## src/include/led_reg_pkg.sv

```systemverilog
// Purpose: shared constants of the led driver register front end
// Assumes: byte events come from an i2c byte engine on the same clock
// Notes:   register indices are 5-bit pointer values
//
// Notes on behaviour
// - after an acknowledged write address the first written byte loads the command register
// - command bits 4..0 form the pointer selecting the accessed register
// - command bits 7..5 are increment enable plus two-bit range selector
// - with increment enabled the pointer advances after each data byte
// - selector zero keeps the pointer fixed; repeated writes overwrite one register
// - all-register range wraps from 1 0001 back to 0 0000
// - duty range cycles 0 0010 to 0 1001, then back to 0 0010
// - global range alternates 0 1010 and 0 1011
// - duty plus global range wraps from 0 1011 to 0 0010
// - stepping changes only the pointer field, never the selector bits
// - written pointer is the first register accessed, 0 0000 to 1 0001
// - mode one bits 7..5 are read-only copies of the selector, reset 0
// - mode one bit 4 is low-power (oscillator stop), reset 1
// - mode one bits 3..1 enable group addresses one to three, reset 0
// - mode one bit 0 enables the broadcast address, reset 1
// - broadcast address acknowledged from reset at 90h write, 91h read
package led_reg_pkg;

   localparam int unsigned DATA_W    = 8;
   localparam int unsigned PTR_W     = 5;
   localparam int unsigned SEL_W     = 3;
   localparam int unsigned REG_COUNT = 18;
   localparam int unsigned DUTY_CNT  = 8;

   // register indices
   localparam logic [4:0] REG_MODE_ONE     = 5'h00;
   localparam logic [4:0] REG_MODE_TWO     = 5'h01;
   localparam logic [4:0] REG_DUTY_FIRST   = 5'h02;
   localparam logic [4:0] REG_DUTY_LAST    = 5'h09;
   localparam logic [4:0] REG_GROUP_DUTY   = 5'h0A;
   localparam logic [4:0] REG_GROUP_FREQ   = 5'h0B;
   localparam logic [4:0] REG_STATE_LOW    = 5'h0C;
   localparam logic [4:0] REG_STATE_HIGH   = 5'h0D;
   localparam logic [4:0] REG_GRP_ADDR_ONE = 5'h0E;
   localparam logic [4:0] REG_GRP_ADDR_TWO = 5'h0F;
   localparam logic [4:0] REG_GRP_ADDR_THR = 5'h10;
   localparam logic [4:0] REG_BROADCAST    = 5'h11;
   localparam logic [4:0] REG_FIRST        = 5'h00;
   localparam logic [4:0] REG_LAST         = 5'h11;

   // increment selector codes
   localparam logic [2:0] SEL_NONE        = 3'h0;
   localparam logic [2:0] SEL_ALL         = 3'h4;
   localparam logic [2:0] SEL_DUTY        = 3'h5;
   localparam logic [2:0] SEL_GLOBAL      = 3'h6;
   localparam logic [2:0] SEL_DUTY_GLOBAL = 3'h7;

   // command byte fields
   localparam int unsigned CMD_SEL_MSB = 7;
   localparam int unsigned CMD_SEL_LSB = 5;
   localparam int unsigned CMD_PTR_MSB = 4;
   localparam int unsigned CMD_PTR_LSB = 0;

   // mode one bit positions
   localparam int unsigned M1_SLEEP_BIT = 4;
   localparam int unsigned M1_GRP1_BIT  = 3;
   localparam int unsigned M1_GRP2_BIT  = 2;
   localparam int unsigned M1_GRP3_BIT  = 1;
   localparam int unsigned M1_BCAST_BIT = 0;

   // writable bits; the rest read back as zero or selector copy
   localparam logic [7:0] MODE_ONE_WMASK = 8'h1F;
   localparam logic [7:0] MODE_TWO_WMASK = 8'h2F;

   // address byte: bit 0 is read/not-write
   localparam int unsigned ADDR_RW_BIT = 0;
   localparam logic [7:0]  READ_ZERO   = 8'h00;

   // reset image, index order
   localparam logic [7:0] RESET_VALUE [REG_COUNT] = '{
      8'h11, 8'h03, 8'h00, 8'h00, 8'h00, 8'h00, 8'h00, 8'h00,
      8'h00, 8'h00, 8'hFF, 8'h00, 8'h00, 8'h00, 8'h92, 8'h94,
      8'h98, 8'h90
   };

   typedef enum logic [1:0] {
      ST_IDLE,
      ST_CMD,
      ST_WDATA,
      ST_RDATA
   } front_state_t;

endpackage

```

## src/core/pointer_step.sv

```systemverilog
// Purpose: next pointer value for the register auto-increment
// Assumes: selector held steady for the transaction
// Notes:   purely combinational
`timescale 1ns/1ns
module pointer_step (
   input  wire logic [4:0] ptr,
   input  wire logic [2:0] sel,
   output logic      [4:0] nxt_ptr
);

   ////////////////////////////////////////////////////////////////////////
   // wrap inside the range picked by the selector
   always_comb begin
      nxt_ptr = ptr;
      unique case (sel)
         led_reg_pkg::SEL_ALL: begin
            if (ptr >= led_reg_pkg::REG_LAST) begin
               nxt_ptr = led_reg_pkg::REG_FIRST;
            end else begin
               nxt_ptr = ptr + 5'h01;
            end
         end
         led_reg_pkg::SEL_DUTY: begin
            if (ptr >= led_reg_pkg::REG_DUTY_LAST) begin
               nxt_ptr = led_reg_pkg::REG_DUTY_FIRST;
            end else begin
               nxt_ptr = ptr + 5'h01;
            end
         end
         led_reg_pkg::SEL_GLOBAL: begin
            if (ptr >= led_reg_pkg::REG_GROUP_FREQ) begin
               nxt_ptr = led_reg_pkg::REG_GROUP_DUTY;
            end else begin
               nxt_ptr = ptr + 5'h01;
            end
         end
         led_reg_pkg::SEL_DUTY_GLOBAL: begin
            if (ptr >= led_reg_pkg::REG_GROUP_FREQ) begin
               nxt_ptr = led_reg_pkg::REG_DUTY_FIRST;
            end else begin
               nxt_ptr = ptr + 5'h01;
            end
         end
         default: begin
            nxt_ptr = ptr;
         end
      endcase
   end

endmodule

```

## src/core/led_reg_bank.sv

```systemverilog
// Purpose: command register, pointer stepping and register map of the
//          eight-channel led driver
// Assumes: byte engine delivers one-cycle strobes on the same clock
// Notes:   address match for own, broadcast and group addresses lives here
`timescale 1ns/1ns
module led_reg_bank (
   input  wire logic        clk,
   input  wire logic        resetn,
   input  wire logic [6:0]  own_address,
   input  wire logic        start_seen,
   input  wire logic        stop_seen,
   input  wire logic        addr_valid,
   input  wire logic [7:0]  addr_byte,
   input  wire logic        wr_valid,
   input  wire logic [7:0]  wr_data,
   input  wire logic        rd_req,
   output logic             addr_done,
   output logic             addr_ack,
   output logic             rd_valid,
   output logic      [7:0]  rd_data,
   output logic      [4:0]  reg_pointer,
   output logic      [2:0]  increment_selector,
   output logic             sleep_mode,
   output logic             group_addr_one_enable,
   output logic             group_addr_two_enable,
   output logic             group_addr_three_enable,
   output logic             broadcast_enable,
   output logic      [7:0]  mode_control_two,
   output logic      [63:0] duty_outputs,
   output logic      [7:0]  group_duty,
   output logic      [7:0]  group_frequency,
   output logic      [7:0]  output_state_low,
   output logic      [7:0]  output_state_high
);

   ////////////////////////////////////////////////////////////////////////
   // declarations

   logic                      rst_meta_ff;
   logic                      rst_sync_ff;
   logic                      rst_n;

   led_reg_pkg::front_state_t state_ff;
   led_reg_pkg::front_state_t nxt_state;

   logic [4:0]                ptr_ff;
   logic [2:0]                sel_ff;
   logic [4:0]                step_ptr;

   logic [7:0]                regs_ff [led_reg_pkg::REG_COUNT];

   logic                      addr_done_ff;
   logic                      addr_ack_ff;
   logic                      rd_valid_ff;
   logic [7:0]                rd_data_ff;

   logic                      match_own;
   logic                      match_bcast;
   logic                      match_grp1;
   logic                      match_grp2;
   logic                      match_grp3;
   logic                      addr_hit;

   logic                      cmd_take;
   logic                      data_take;
   logic                      read_take;
   logic                      ptr_in_map;
   logic [7:0]                read_value;
   logic [7:0]                mode_one_view;

   ////////////////////////////////////////////////////////////////////////
   // reset release through two flops

   always_ff @(posedge clk or negedge resetn) begin
      if (!resetn) begin
         rst_meta_ff <= 1'b0;
         rst_sync_ff <= 1'b0;
      end else begin
         rst_meta_ff <= 1'b1;
         rst_sync_ff <= rst_meta_ff;
      end
   end

   assign rst_n = rst_sync_ff;

   ////////////////////////////////////////////////////////////////////////
   // address recognition

   // own address always answers
   assign match_own = (addr_byte[7:1] == own_address);

   // broadcast compare against the programmable address
   assign match_bcast =
      regs_ff[led_reg_pkg::REG_MODE_ONE][led_reg_pkg::M1_BCAST_BIT] &&
      (addr_byte[7:1] == regs_ff[led_reg_pkg::REG_BROADCAST][7:1]);

   // group addresses, each behind its own enable
   assign match_grp1 =
      regs_ff[led_reg_pkg::REG_MODE_ONE][led_reg_pkg::M1_GRP1_BIT] &&
      (addr_byte[7:1] == regs_ff[led_reg_pkg::REG_GRP_ADDR_ONE][7:1]);
   assign match_grp2 =
      regs_ff[led_reg_pkg::REG_MODE_ONE][led_reg_pkg::M1_GRP2_BIT] &&
      (addr_byte[7:1] == regs_ff[led_reg_pkg::REG_GRP_ADDR_TWO][7:1]);
   assign match_grp3 =
      regs_ff[led_reg_pkg::REG_MODE_ONE][led_reg_pkg::M1_GRP3_BIT] &&
      (addr_byte[7:1] == regs_ff[led_reg_pkg::REG_GRP_ADDR_THR][7:1]);

   assign addr_hit = match_own || match_bcast || match_grp1 ||
                     match_grp2 || match_grp3;

   ////////////////////////////////////////////////////////////////////////
   // transaction sequencing

   // what the current strobe means in the current state
   assign cmd_take  = wr_valid && (state_ff == led_reg_pkg::ST_CMD);
   assign data_take = wr_valid && (state_ff == led_reg_pkg::ST_WDATA);
   assign read_take = rd_req && (state_ff == led_reg_pkg::ST_RDATA);

   // next state from address, data and bus conditions
   always_comb begin
      nxt_state = state_ff;
      unique case (state_ff)
         led_reg_pkg::ST_IDLE: begin
            nxt_state = led_reg_pkg::ST_IDLE;
         end
         led_reg_pkg::ST_CMD: begin
            if (wr_valid) begin
               nxt_state = led_reg_pkg::ST_WDATA;
            end
         end
         led_reg_pkg::ST_WDATA: begin
            nxt_state = led_reg_pkg::ST_WDATA;
         end
         led_reg_pkg::ST_RDATA: begin
            nxt_state = led_reg_pkg::ST_RDATA;
         end
      endcase
      if (addr_valid) begin
         if (!addr_hit) begin
            nxt_state = led_reg_pkg::ST_IDLE;
         end else if (addr_byte[led_reg_pkg::ADDR_RW_BIT]) begin
            nxt_state = led_reg_pkg::ST_RDATA;
         end else begin
            nxt_state = led_reg_pkg::ST_CMD;
         end
      end
      if (start_seen || stop_seen) begin
         nxt_state = led_reg_pkg::ST_IDLE;
      end
   end

   // state register
   always_ff @(posedge clk or negedge rst_n) begin
      if (!rst_n) begin
         state_ff <= led_reg_pkg::ST_IDLE;
      end else begin
         state_ff <= nxt_state;
      end
   end

   // address answer, one cycle after the address strobe
   always_ff @(posedge clk or negedge rst_n) begin
      if (!rst_n) begin
         addr_done_ff <= 1'b0;
         addr_ack_ff  <= 1'b0;
      end else begin
         addr_done_ff <= addr_valid;
         addr_ack_ff  <= addr_valid && addr_hit;
      end
   end

   ////////////////////////////////////////////////////////////////////////
   // command register: pointer and selector

   pointer_step u_step (
      .ptr     (ptr_ff),
      .sel     (sel_ff),
      .nxt_ptr (step_ptr)
   );

   // pointer loads from the command byte, then steps per data byte
   always_ff @(posedge clk or negedge rst_n) begin
      if (!rst_n) begin
         ptr_ff <= led_reg_pkg::REG_FIRST;
      end else if (cmd_take) begin
         ptr_ff <= wr_data[led_reg_pkg::CMD_PTR_MSB:
                           led_reg_pkg::CMD_PTR_LSB];
      end else if (data_take || read_take) begin
         ptr_ff <= step_ptr;
      end
   end

   // selector changes only on a command byte
   always_ff @(posedge clk or negedge rst_n) begin
      if (!rst_n) begin
         sel_ff <= led_reg_pkg::SEL_NONE;
      end else if (cmd_take) begin
         sel_ff <= wr_data[led_reg_pkg::CMD_SEL_MSB:
                           led_reg_pkg::CMD_SEL_LSB];
      end
   end

   ////////////////////////////////////////////////////////////////////////
   // register map

   assign ptr_in_map = (ptr_ff <= led_reg_pkg::REG_LAST);

   // one storage slot per register, written only when pointed at
   for (genvar idx = 0; idx < led_reg_pkg::REG_COUNT; idx++) begin : g_reg
      localparam logic [4:0] IDX = 5'(idx);
      logic [7:0] wmask;
      assign wmask = (IDX == led_reg_pkg::REG_MODE_ONE) ?
                        led_reg_pkg::MODE_ONE_WMASK :
                     (IDX == led_reg_pkg::REG_MODE_TWO) ?
                        led_reg_pkg::MODE_TWO_WMASK : 8'hFF;
      always_ff @(posedge clk or negedge rst_n) begin
         if (!rst_n) begin
            regs_ff[idx] <= led_reg_pkg::RESET_VALUE[idx];
         end else if (data_take && ptr_in_map && (ptr_ff == IDX)) begin
            regs_ff[idx] <= (wr_data & wmask) |
                            (regs_ff[idx] & ~wmask);
         end
      end
   end

   // mode one shows the live selector in its top bits
   assign mode_one_view =
      {sel_ff,
       regs_ff[led_reg_pkg::REG_MODE_ONE][led_reg_pkg::M1_SLEEP_BIT:0]};

   // read mux; holes beyond the map read zero
   always_comb begin
      read_value = led_reg_pkg::READ_ZERO;
      if (!ptr_in_map) begin
         read_value = led_reg_pkg::READ_ZERO;
      end else if (ptr_ff == led_reg_pkg::REG_MODE_ONE) begin
         read_value = mode_one_view;
      end else begin
         read_value = regs_ff[ptr_ff];
      end
   end

   // read answer one cycle after the request
   always_ff @(posedge clk or negedge rst_n) begin
      if (!rst_n) begin
         rd_valid_ff <= 1'b0;
         rd_data_ff  <= led_reg_pkg::READ_ZERO;
      end else begin
         rd_valid_ff <= read_take;
         if (read_take) begin
            rd_data_ff <= read_value;
         end
      end
   end

   ////////////////////////////////////////////////////////////////////////
   // outputs, all straight from flops

   assign addr_done          = addr_done_ff;
   assign addr_ack           = addr_ack_ff;
   assign rd_valid           = rd_valid_ff;
   assign rd_data            = rd_data_ff;
   assign reg_pointer        = ptr_ff;
   assign increment_selector = sel_ff;

   // mode one controls
   assign sleep_mode =
      regs_ff[led_reg_pkg::REG_MODE_ONE][led_reg_pkg::M1_SLEEP_BIT];
   assign group_addr_one_enable =
      regs_ff[led_reg_pkg::REG_MODE_ONE][led_reg_pkg::M1_GRP1_BIT];
   assign group_addr_two_enable =
      regs_ff[led_reg_pkg::REG_MODE_ONE][led_reg_pkg::M1_GRP2_BIT];
   assign group_addr_three_enable =
      regs_ff[led_reg_pkg::REG_MODE_ONE][led_reg_pkg::M1_GRP3_BIT];
   assign broadcast_enable =
      regs_ff[led_reg_pkg::REG_MODE_ONE][led_reg_pkg::M1_BCAST_BIT];

   // settings for the pwm and output stages
   assign mode_control_two  = regs_ff[led_reg_pkg::REG_MODE_TWO];
   assign group_duty        = regs_ff[led_reg_pkg::REG_GROUP_DUTY];
   assign group_frequency   = regs_ff[led_reg_pkg::REG_GROUP_FREQ];
   assign output_state_low  = regs_ff[led_reg_pkg::REG_STATE_LOW];
   assign output_state_high = regs_ff[led_reg_pkg::REG_STATE_HIGH];

   // eight duty bytes packed channel 0 in the low byte
   for (genvar ch = 0; ch < led_reg_pkg::DUTY_CNT; ch++) begin : g_duty
      assign duty_outputs[ch*8 +: 8] =
         regs_ff[int'(led_reg_pkg::REG_DUTY_FIRST) + ch];
   end

endmodule

```

## config.mk

```make
export PLATFORM = sky130hd
export DESIGN_NAME = led_reg_bank
export DESIGN_NICKNAME = d
export VERILOG_FILES = /design/src/include/led_reg_pkg.sv /design/src/core/pointer_step.sv /design/src/core/led_reg_bank.sv
export SDC_FILE = /design/constraint.sdc
export NUM_CORES = 1
export LEC_CHECK = 0
export BUFFER_PORTS_ARGS = -buffer_cell sky130_fd_sc_hd__buf_4
export CAP_MARGIN = 15
export CORE_MARGIN = 2
export CORE_UTILIZATION = 50
export DETAILED_ROUTE_END_ITERATION = 10
export HOLD_SLACK_MARGIN = 0.08
export PLACE_DENSITY = 0.75
export SYNTH_ARGS = -nofsm -noshare
export SYNTH_HDL_FRONTEND = slang
export SYNTH_SLANG_ARGS = --single-unit
```

## constraint.sdc

```tcl
create_clock -name clk -period 4.5 [get_ports clk]
set_input_delay 0.675 -clock clk [delete_from_list [all_inputs] [get_ports clk]]
set_output_delay 0.675 -clock clk [all_outputs]
set_load 0.01 [all_outputs]
```

==> impl_metrics.ini, run 1 <==
[floorplanning]
die_w_um = 138
die_h_um = 138
floorplan.io_pins = 158
initial_util = 0.506
std_cell_rows = 49
placeableCoreArea_um2 = 17800
dieArea_um2 = 19100

[timing]
timing.final.setup_violations = 0
grt_setup_unrepaired = no
achievable-frequency_ghz = 0.330
worst_setup_skew_after_layout_ps = 9.88
worst-slew-pin-transition_ps = 1000
final_max_slew_viol_count = 0
totalNegativeSetupSlack_ps = 0
final.period_utilization = 0.674
hold_viol_final = 0
period_minus_slack_ps = 3030
maxSlewHeadroom = 0.332

[logic_synthesis]
yosys.cell_types.count = 61
ys_top_cells_by_count = sky130_fd_sc_hd__mux2_2 (140), sky130_fd_sc_hd__dfrtp_1 (138), sky130_fd_sc_hd__buf_4 (111)
avg_cell_area_syn_um2 = 12.1
synth_cells = 745
synthTopCellsByArea = sky130_fd_sc_hd__dfrtp_1 (38%), sky130_fd_sc_hd__mux2_2 (17%), sky130_fd_sc_hd__buf_4 (9.2%)
synth.cell_area_um2 = 9030
synth_area_leader_cell = sky130_fd_sc_hd__dfrtp_1
async_flop_share = 1.00
synth-edff-count = 0
yosys.cell_count.top_type = sky130_fd_sc_hd__mux2_2
post_synthesis_register_bit_count = 161
synth-seq-area-share = 0.450
ys.flop_type = sky130_fd_sc_hd__dfrtp_1
synth_top_area_share = 0.383
ys.warnings.count = 0

[clock_tree]
number_of_buffers_inserted_by_post_cts_setup_repair = 0
clk-insertion-delay-late_ps = 440
cts_resized = 0
ctsRootBufferMaster = sky130_fd_sc_hd__clkbuf_16
clk_pin_slew_ps = 60
post_cts_hold_buffer_count = 1
cts_made_buffers = 17
tritoncts = yes
cts-htree-levels = 4
cts.path.max_buffers = 2
clock_sink_count = 161

[critical_path]
cp_data_required_time_ps = 4820
critical_path.startpoint_type = register
critical_path_arrival_ps = 3350
timing.critical_path.fanout_max = 14
r2r_slack_ps = 1470
endpoint_kind = register
criticalPathCategory = reg2reg

[global_route]
grt_pass1_vias = 6039
grt_usage = 0.255
overflow_after_grt = 0
grt_max_degree = 85
wire_length_of_the_first_global_routing_pass_um = 37300
grt_antenna_before_repair = 0

[final_layout]
drive_above_1_share = 0.510
final_util = 0.568
antenna-diode-count = 0
final-instance-count-excl-fill = 1019
synthToLayoutAreaGrowth_pct = 12.3
filler_cells_inserted = 1497
design.final.nets = 812

[routing]
iteration_count_of_the_initial_detailed_routing_pass = 6
num_vias = 6065
finalWirelength_um = 24200
vias_per_cell = 5.95
avgRoutedWirePerCell_um = 23.7
drt_drc_violations_left = 0
drt_first_iter_violations = 566
antenna_left = 0

[power_and_ir_drop]
power_density_nw_per_um2 = 312
cellLeakagePower_nw = 4.74
fin_total_pwr_mw = 3.16
vdd_ir_drop_max_mv = 0.273

[place]
place.detailed.hpwl_um = 17000
gp_routability_congestion = 0.943
placed_cells_incl_taps = 986
port_bufs = 154

[run_status]
status = finished clean

[worst_hold_path]
hold_path_class = reg2reg

[run]
cap_violations = 0
## power breakdown
| group | internal, mW | switching (mW) | leakage [nW] | total, mW |
|---|---|---|---|---|
| Combinational | 0.0846 | 0.157 | 2.31 | 0.242 |
| Sequential | 1.46 | 0.0284 | 2.14 | 1.48 |
| Clock | 0.858 | 0.577 | 0.279 | 1.43 |
## logic make-up (layout without fill, tap and decap cells)
kind of cell / count (synthesis) / after routing / synth area share
other cells: 2 / 4 / 0.000832
mux: 183 / 183 / 0.255
buf+inv: 156 / 199 / 0.113
fa+ha+maj: 5 / 5 / 0.00693
simple gates: 124 / 124 / 0.0819
xor+xnor: 36 / 36 / 0.0349
flops: 161 / 161 / 0.450
compound gates: 78 / 78 / 0.0579
## critical path, cell delays in order (launching register included)
cell and delay [ps]:
sky130_fd_sc_hd__dfrtp_2 550, sky130_fd_sc_hd__inv_1 220, sky130_fd_sc_hd__ha_1 300, sky130_fd_sc_hd__o21ba_2 200
sky130_fd_sc_hd__o21ai_2 480, sky130_fd_sc_hd__nand3_2 320, sky130_fd_sc_hd__nor3_4 460, sky130_fd_sc_hd__mux2_2 400
## routing by layer
layer | vias to the layer above | part of all wire | track usage
met1 | 3127 | 0.43 | 0.356
met2 | 273 | 0.47 | 0.398
li1 | 2631 | - | -
met5 | - | 0 | 0
met3 | 34 | 0.070 | 0.0523
met4 | 0 | 0.026 | 0.0929
## cells in the final DEF (no fill, tap or decap), types with 3 or more instances in the layout
master	count
sky130_fd_sc_hd__o211ai_1	5
sky130_fd_sc_hd__xor2_1	3
sky130_fd_sc_hd__o21ai_0	22
sky130_fd_sc_hd__mux2i_1	15
sky130_fd_sc_hd__nand4_1	10
sky130_fd_sc_hd__mux2_2	140
sky130_fd_sc_hd__nor2b_1	15
sky130_fd_sc_hd__clkinvlp_4	3
sky130_fd_sc_hd__o22ai_1	5
sky130_fd_sc_hd__dfstp_2	23
sky130_fd_sc_hd__clkinv_2	3
sky130_fd_sc_hd__nand2_1	22
sky130_fd_sc_hd__clkbuf_16	17
sky130_fd_sc_hd__mux4_2	20
sky130_fd_sc_hd__a21oi_1	9
sky130_fd_sc_hd__nor2_2	6
sky130_fd_sc_hd__nor2_1	18
sky130_fd_sc_hd__conb_1	4
sky130_fd_sc_hd__o31ai_1	4
sky130_fd_sc_hd__a221oi_1	4
sky130_fd_sc_hd__clkbuf_8	3
sky130_fd_sc_hd__nand3_2	3
sky130_fd_sc_hd__clkbuf_1	3
sky130_fd_sc_hd__or3_1	3
sky130_fd_sc_hd__a2111oi_0	3
sky130_fd_sc_hd__nor3_1	5
sky130_fd_sc_hd__mux2_4	8
sky130_fd_sc_hd__inv_1	4
sky130_fd_sc_hd__nor4_1	6
sky130_fd_sc_hd__nand3_1	12
sky130_fd_sc_hd__nand2b_1	4
sky130_fd_sc_hd__a22oi_1	3
sky130_fd_sc_hd__dfrtp_1	135
sky130_fd_sc_hd__buf_4	159
sky130_fd_sc_hd__xnor2_1	33
sky130_fd_sc_hd__nor3_4	3
sky130_fd_sc_hd__o2111ai_1	3
sky130_fd_sc_hd__ha_1	5
sky130_fd_sc_hd__a211oi_1	8
## state kept, by name, indices dropped and copies added, names as in the netlist, 2 cells and up
| name | cells |
|---|---|
| duty_outputs | 64 |
| group_duty | 8 |
| group_frequency | 8 |
| increment_selector | 3 |
| mode_control_two | 5 |
| output_state_high | 8 |
| output_state_low | 8 |
| rd_data | 8 |
| reg_pointer | 5 |
| regs_ff | 32 |
| state_ff | 2 |
## worst paths after layout
check                                    start                 end  cells past startpoint
worst max register to register  reg_pointer[1]     duty_outputs[6]                      7
max in group asynchronous                rst_n         regs_ff[31]                      1
worst min-delay path               rst_meta_ff               rst_n                      0
worst max-delay path            reg_pointer[1]     duty_outputs[6]                      7
worst min register to register     rst_meta_ff               rst_n                      0
min in group asynchronous                rst_n  group_frequency[3]                      0
## layout make-up
type | instances | area, um^2 | area share
clock inverter | 9 | 106 | 0.0105
timing repair buffer | 161 | 1220 | 0.121
sequential | 161 | 4060 | 0.401
multi-input combinational | 430 | 3950 | 0.390
clock buffer | 23 | 478 | 0.0472
tap | 229 | 287 | 0.0283
inverter | 6 | 22.5 | 0.00222
## metrics by stage
step | hold WS (ps) | setup WS (ps) | cell area [um^2]
detailed placement | 339 | 1510 | 9540
global placement | 338 | 1560 | 9540
global route | 365 | 1350 | 10100
floorplan | 331 | 1860 | 9030
finish | 351 | 1470 | 10100
CTS | 353 | 1470 | 10100
No activity file was read; power rests on OpenSTA's default activity.
==> inputs of run 2 (changes only) <==
clock period = 2.4 ns   (was 4.5 ns; I/O delays follow)
==> run 2 against run 1 <==
Wire length rose by 2.4%. Cell area grew 4.3%. Clock power rose by 99%. Register-to-register slack lost 1300 ps. Hold slack got worse by 160 ps. Global-route usage increased by 0.88 points. Clock skew up 1.5 ps. Highest routed layer unchanged.
==> impl_metrics.ini, run 2 (synthesized netlist as in run 1, its figures left out) <==
[power_and_ir_drop]
power_frac_seq = 0.447
power_switching_mw = 1.54
power_density_nw_per_um2 = 581
p_int_mw = 4.61
power_frac_comb = 0.089
netSwitchingFraction = 0.250
cellLeakagePower_nw = 4.98
fin_total_pwr_mw = 6.14
vdd_ir_drop_max_mv = 0.543
power.clock.fraction = 0.465

[clock_tree]
clock_sink_count = 161
cts-htree-levels = 4
cts_made_buffers = 17
ctsRootBufferMaster = sky130_fd_sc_hd__clkbuf_16
cts_resized = 0
tritoncts = yes
clk_pin_slew_ps = 70
cts.path.max_buffers = 2
clk-insertion-delay-late_ps = 440

[timing]
worst_setup_skew_after_layout_ps = 11.4
period_minus_slack_ps = 2270
maxSlewHeadroom = 0.626
totalNegativeSetupSlack_ps = 0
final.period_utilization = 0.945
worst_hold_slack_ps = 190
grt_setup_unrepaired = no
hold_viol_final = 0
timing.final.setup_violations = 0
setup_ws_ps = 133
final_max_slew_viol_count = 0
achievable-frequency_ghz = 0.441
worst-slew-pin-transition_ps = 556

[place]
port_bufs = 154
gp_routability_congestion = 0.938
place.detailed.hpwl_um = 17800
post-place-ws_ps = 151

[routing]
finalWirelength_um = 24700
drt_drc_violations_left = 0
vias_per_cell = 5.89
antenna_left = 0
num_vias = 6280
avgRoutedWirePerCell_um = 23.2
drt_first_iter_violations = 484
iteration_count_of_the_initial_detailed_routing_pass = 5

[global_route]
grt_max_degree = 92
wire_length_of_the_first_global_routing_pass_um = 38600
grt_usage = 0.264
grt_pass1_vias = 6361
overflow_after_grt = 0
grt_antenna_before_repair = 0

[floorplanning]
initial_util = 0.506
floorplan.io_pins = 158
dieArea_um2 = 19100
die_w_um = 138
std_cell_rows = 49
placeableCoreArea_um2 = 17800
die_h_um = 138

[run]
cap_violations = 0

[final_layout]
final_util = 0.592
most_common_cell_after_layout_fill_and_taps_aside = sky130_fd_sc_hd__buf_4
design.final.nets = 859
synthToLayoutAreaGrowth_pct = 17.1
antenna-diode-count = 0
layout.cells.most_common_list = sky130_fd_sc_hd__buf_4 (203), sky130_fd_sc_hd__mux2_2 (140), sky130_fd_sc_hd__dfrtp_1 (135)
drive_above_1_share = 0.542
largest_register_ffs = 64
filler_cells_inserted = 1436
seq_area_um2 = 4060
multi_input_area_um2 = 3970

[critical_path]
critical_path.startpoint_type = register
timing.critical_path.fanout_max = 25
criticalPathCategory = reg2reg
cp_data_required_time_ps = 2690
critical_path_arrival_ps = 2560
endpoint_kind = register

[worst_hold_path]
hold_path_class = in2reg

[run_status]
status = finished clean
==> run 2: changes by cell type in the layout (fill, tap and decap cells not counted), sizes merged <==
cell / previous run / this run
clkbuf: 23 / 18
clkinvlp: 3 / 5
buf: 160 / 206
bufinv: 2 / 3
inv: 5 / 9
clkinv: 5 / 3
dlygate4sd3: 1 / 2
==> run 2: repair_timing <==
action                    CTS  global route
setup buffers               0             0
hold buffers                2             0
hold endpoints to repair    3             0
==> run 2: per-stage QoR <==
step	cells	instance area (um^2)
floorplan	747	9060
CTS	1066	10600
detailed placement	1032	9930
global placement	1032	9930
finish	1066	10600
global route	1066	10600
==> run 2: metal layers <==
metal | GRT usage | wire length, um
met3 | 0.0637 | 1650
met2 | 0.405 | 11600
met1 | 0.369 | 10800
met4 | 0.0918 | 704
met5 | 0 | 0
==> run 2: cell type report <==
type	instances	area share
clock inverter	14	0.0171
tap	229	0.0271
sequential	161	0.385
inverter	6	0.00213
clock buffer	18	0.0416
multi-input combinational	430	0.376
timing repair buffer	208	0.152
==> run 2: worst max-delay path, cell delays in order (launching register included) <==
cell,delay [ps]
sky130_fd_sc_hd__dfrtp_2,450
sky130_fd_sc_hd__buf_4,380
sky130_fd_sc_hd__mux4_2,570
sky130_fd_sc_hd__nor2b_1,150
sky130_fd_sc_hd__a211oi_1,400
sky130_fd_sc_hd__a221oi_1,140
==> run 2: final timing paths <==
kind                           startpoint         endpoint  slack [ps]  cells after the start
max                        reg_pointer[0]       rd_data[4]         130                      5
min                            start_seen      state_ff[0]         190                      4
max reg2reg                reg_pointer[0]       rd_data[4]         130                      5
min reg2reg                         rst_n  duty_outputs[9]         350                      1
max in group asynchronous           rst_n   reg_pointer[1]        1600                      1
min in group asynchronous          resetn            rst_n         240                      2
==> run 2: power by group through the flow <==
stage	Combinational (mW)	Sequential (mW)	Clock, mW
2_1_floorplan	0.294	2.83	0
3_3_place_gp	0.539	2.79	0
3_5_place_dp	0.539	2.79	0
4_1_cts	0.543	2.74	2.89
5_1_grt	0.591	2.74	3.02
6_report	0.544	2.74	2.85
==> inputs of run 3 (changes only) <==
CORE_ASPECT_RATIO = 0.7   (was default)
SETUP_SLACK_MARGIN = 0.3   (was default)
==> run 3 against run 2 <==
Sequential share of layout area is 1.1 points lower. Utilization is 1.8 points higher. Hold slack better by 1.3 ps.
==> impl_metrics.ini, run 3 (synthesized netlist as in run 1, its figures left out) <==
[routing]
vias_per_cell = 5.85
num_vias = 6378
drt_first_iter_violations = 538
iteration_count_of_the_initial_detailed_routing_pass = 5
finalWirelength_um = 25400
antenna_left = 0
avgRoutedWirePerCell_um = 23.3
drt_drc_violations_left = 0

[timing]
totalNegativeSetupSlack_ps = 0
worst-slew-pin-transition_ps = 540
final_max_slew_viol_count = 0
achievable-frequency_ghz = 0.470
hold_viol_final = 0
maxSlewHeadroom = 0.640
final.period_utilization = 0.887
period_minus_slack_ps = 2130
timing.final.setup_violations = 0
worst_setup_skew_after_layout_ps = 6.81
grt_setup_unrepaired = yes
setup_ws_ps = 272

[critical_path]
timing.critical_path.fanout_max = 6
critical_path.startpoint_type = register
crit_slowest_cell = sky130_fd_sc_hd__or4b_2
endpoint_kind = register
path_buf_inv = 1
critPathTopFamily = simple AND/OR/NAND/NOR gates
cp_data_required_time_ps = 2730
criticalPathCategory = reg2reg
cp_cell_sequence = buf_6 -> ha_2 -> or4b_2 -> o2111ai_2 -> o211ai_1 -> a211o_1 -> o311ai_0
timing.critical_path.slowest_cell_delay_ps = 650
critical_path_arrival_ps = 2450

[run]
cap_violations = 0

[final_layout]
most_common_cell_after_layout_fill_and_taps_aside = sky130_fd_sc_hd__buf_4
largest_register_ffs = 64
seq_area_um2 = 4060
design.final.nets = 876
drive_above_1_share = 0.563
antenna-diode-count = 0
layout.cells.most_common_list = sky130_fd_sc_hd__buf_4 (205), sky130_fd_sc_hd__dfrtp_1 (135), sky130_fd_sc_hd__mux2_2 (129)
design_area_um2 = 10900
multi_input_area_um2 = 4110
filler_cells_inserted = 1454
synthToLayoutAreaGrowth_pct = 20.6

[global_route]
grt_pass1_vias = 6109
wire_length_of_the_first_global_routing_pass_um = 38300
grt_max_degree = 50
overflow_after_grt = 0
grt_usage = 0.275
grt_antenna_before_repair = 0

[clock_tree]
clk-insertion-delay-late_ps = 440
cts_made_buffers = 17
tritoncts = yes
clock_sink_count = 161
ctsRootBufferMaster = sky130_fd_sc_hd__clkbuf_16
cts.path.max_buffers = 2
cts-htree-levels = 4
clk_pin_slew_ps = 60

[place]
place.detailed.hpwl_um = 18100
post-place-ws_ps = 93.3
port_bufs = 154
gp_routability_congestion = 0.946
placed_cell_areas_um2 = 9980

[worst_hold_path]
hold_path_class = in2reg

[floorplanning]
dieArea_um2 = 19200
std_cell_rows = 41
initial_util = 0.506
die_w_um = 165
placeableCoreArea_um2 = 17900
die_h_um = 116
floorplan.io_pins = 158

[power_and_ir_drop]
power_density_nw_per_um2 = 545
cellLeakagePower_nw = 5.12
vdd_ir_drop_max_mv = 0.388

[run_status]
status = finished clean
## run 3: cell count changes in the layout (fill, tap and decap cells not counted), moves of 3 or more
| cell | previous run | this run |
|---|---|---|
| sky130_fd_sc_hd__buf_6 | 0 | 10 |
| sky130_fd_sc_hd__bufinv_16 | 3 | 0 |
| sky130_fd_sc_hd__mux2_4 | 8 | 19 |
| sky130_fd_sc_hd__nor2_4 | 0 | 4 |
| sky130_fd_sc_hd__nor2_2 | 6 | 3 |
| sky130_fd_sc_hd__mux2_2 | 140 | 129 |
| sky130_fd_sc_hd__clkinvlp_4 | 5 | 2 |
| sky130_fd_sc_hd__clkinv_4 | 2 | 5 |
## run 3: per-layer routing
layer / wire length [um] / GRT usage / vias to the layer above
li1: - / - / 2774
met4: 427 / 0.0754 / 0
met5: 0 / 0 / -
met3: 2460 / 0.0749 / 34
met2: 10800 / 0.386 / 308
met1: 11700 / 0.421 / 3262
## run 3: worst min-delay path, cell delays in order
cell and delay [ps]:
sky130_fd_sc_hd__buf_4 80, sky130_fd_sc_hd__nor2_1 40, sky130_fd_sc_hd__o21ai_0 70, sky130_fd_sc_hd__a21oi_1 40
## run 3: worst paths after layout
| kind | from | end | slack [ps] | cells past startpoint |
|---|---|---|---|---|
| setup / recovery | reg_pointer[1] | reg_pointer[3] | 270 | 7 |
| min in group asynchronous | resetn | rst_meta_ff | 230 | 2 |
| hold reg to reg | rst_n | duty_outputs[54] | 320 | 0 |
| max in group asynchronous | rst_n | group_duty[0] | 1380 | 1 |
| hold / removal | start_seen | state_ff[0] | 190 | 4 |
| setup reg to reg | reg_pointer[1] | reg_pointer[3] | 270 | 7 |
## run 3: cell type report
cell class | count | area share
Multi-Input combinational cell | 430 | 0.377
Sequential cell | 161 | 0.373
Timing Repair Buffer | 225 | 0.169
Clock buffer | 22 | 0.0436
Tap cell | 236 | 0.0271
Clock inverter | 10 | 0.00712
Inverter | 6 | 0.00253
## run 3: timing repair
item                                    4_1_cts  5_1_grt
endpoints found under the hold margin         3        0
hold buffers                                  2        0
buffers inserted                              4       13
cloned                                        0        2
pin swaps                                     5        5
endpoints found under the setup margin       95      103
resized for setup                            16       25
## run 3: power by group
group          total (mW)  switching [mW]  internal, mW
registers            2.76          0.0273          2.73
logic               0.612           0.368         0.245
clock network        2.56            1.15          1.41
total                5.93            1.55          4.39
## run 3: stage by stage
step / hold WS, ps / total power [mW] / instances / utilization
finish: 192 / 5.93 / 1090 / 0.610
global route: 200 / 6.11 / 1090 / 0.610
CTS: 173 / 5.90 / 1075 / 0.596
detailed placement: 145 / 3.33 / 1037 / 0.559
global placement: 144 / 3.33 / 1037 / 0.559
floorplan: 64.4 / 3.13 / 747 / -
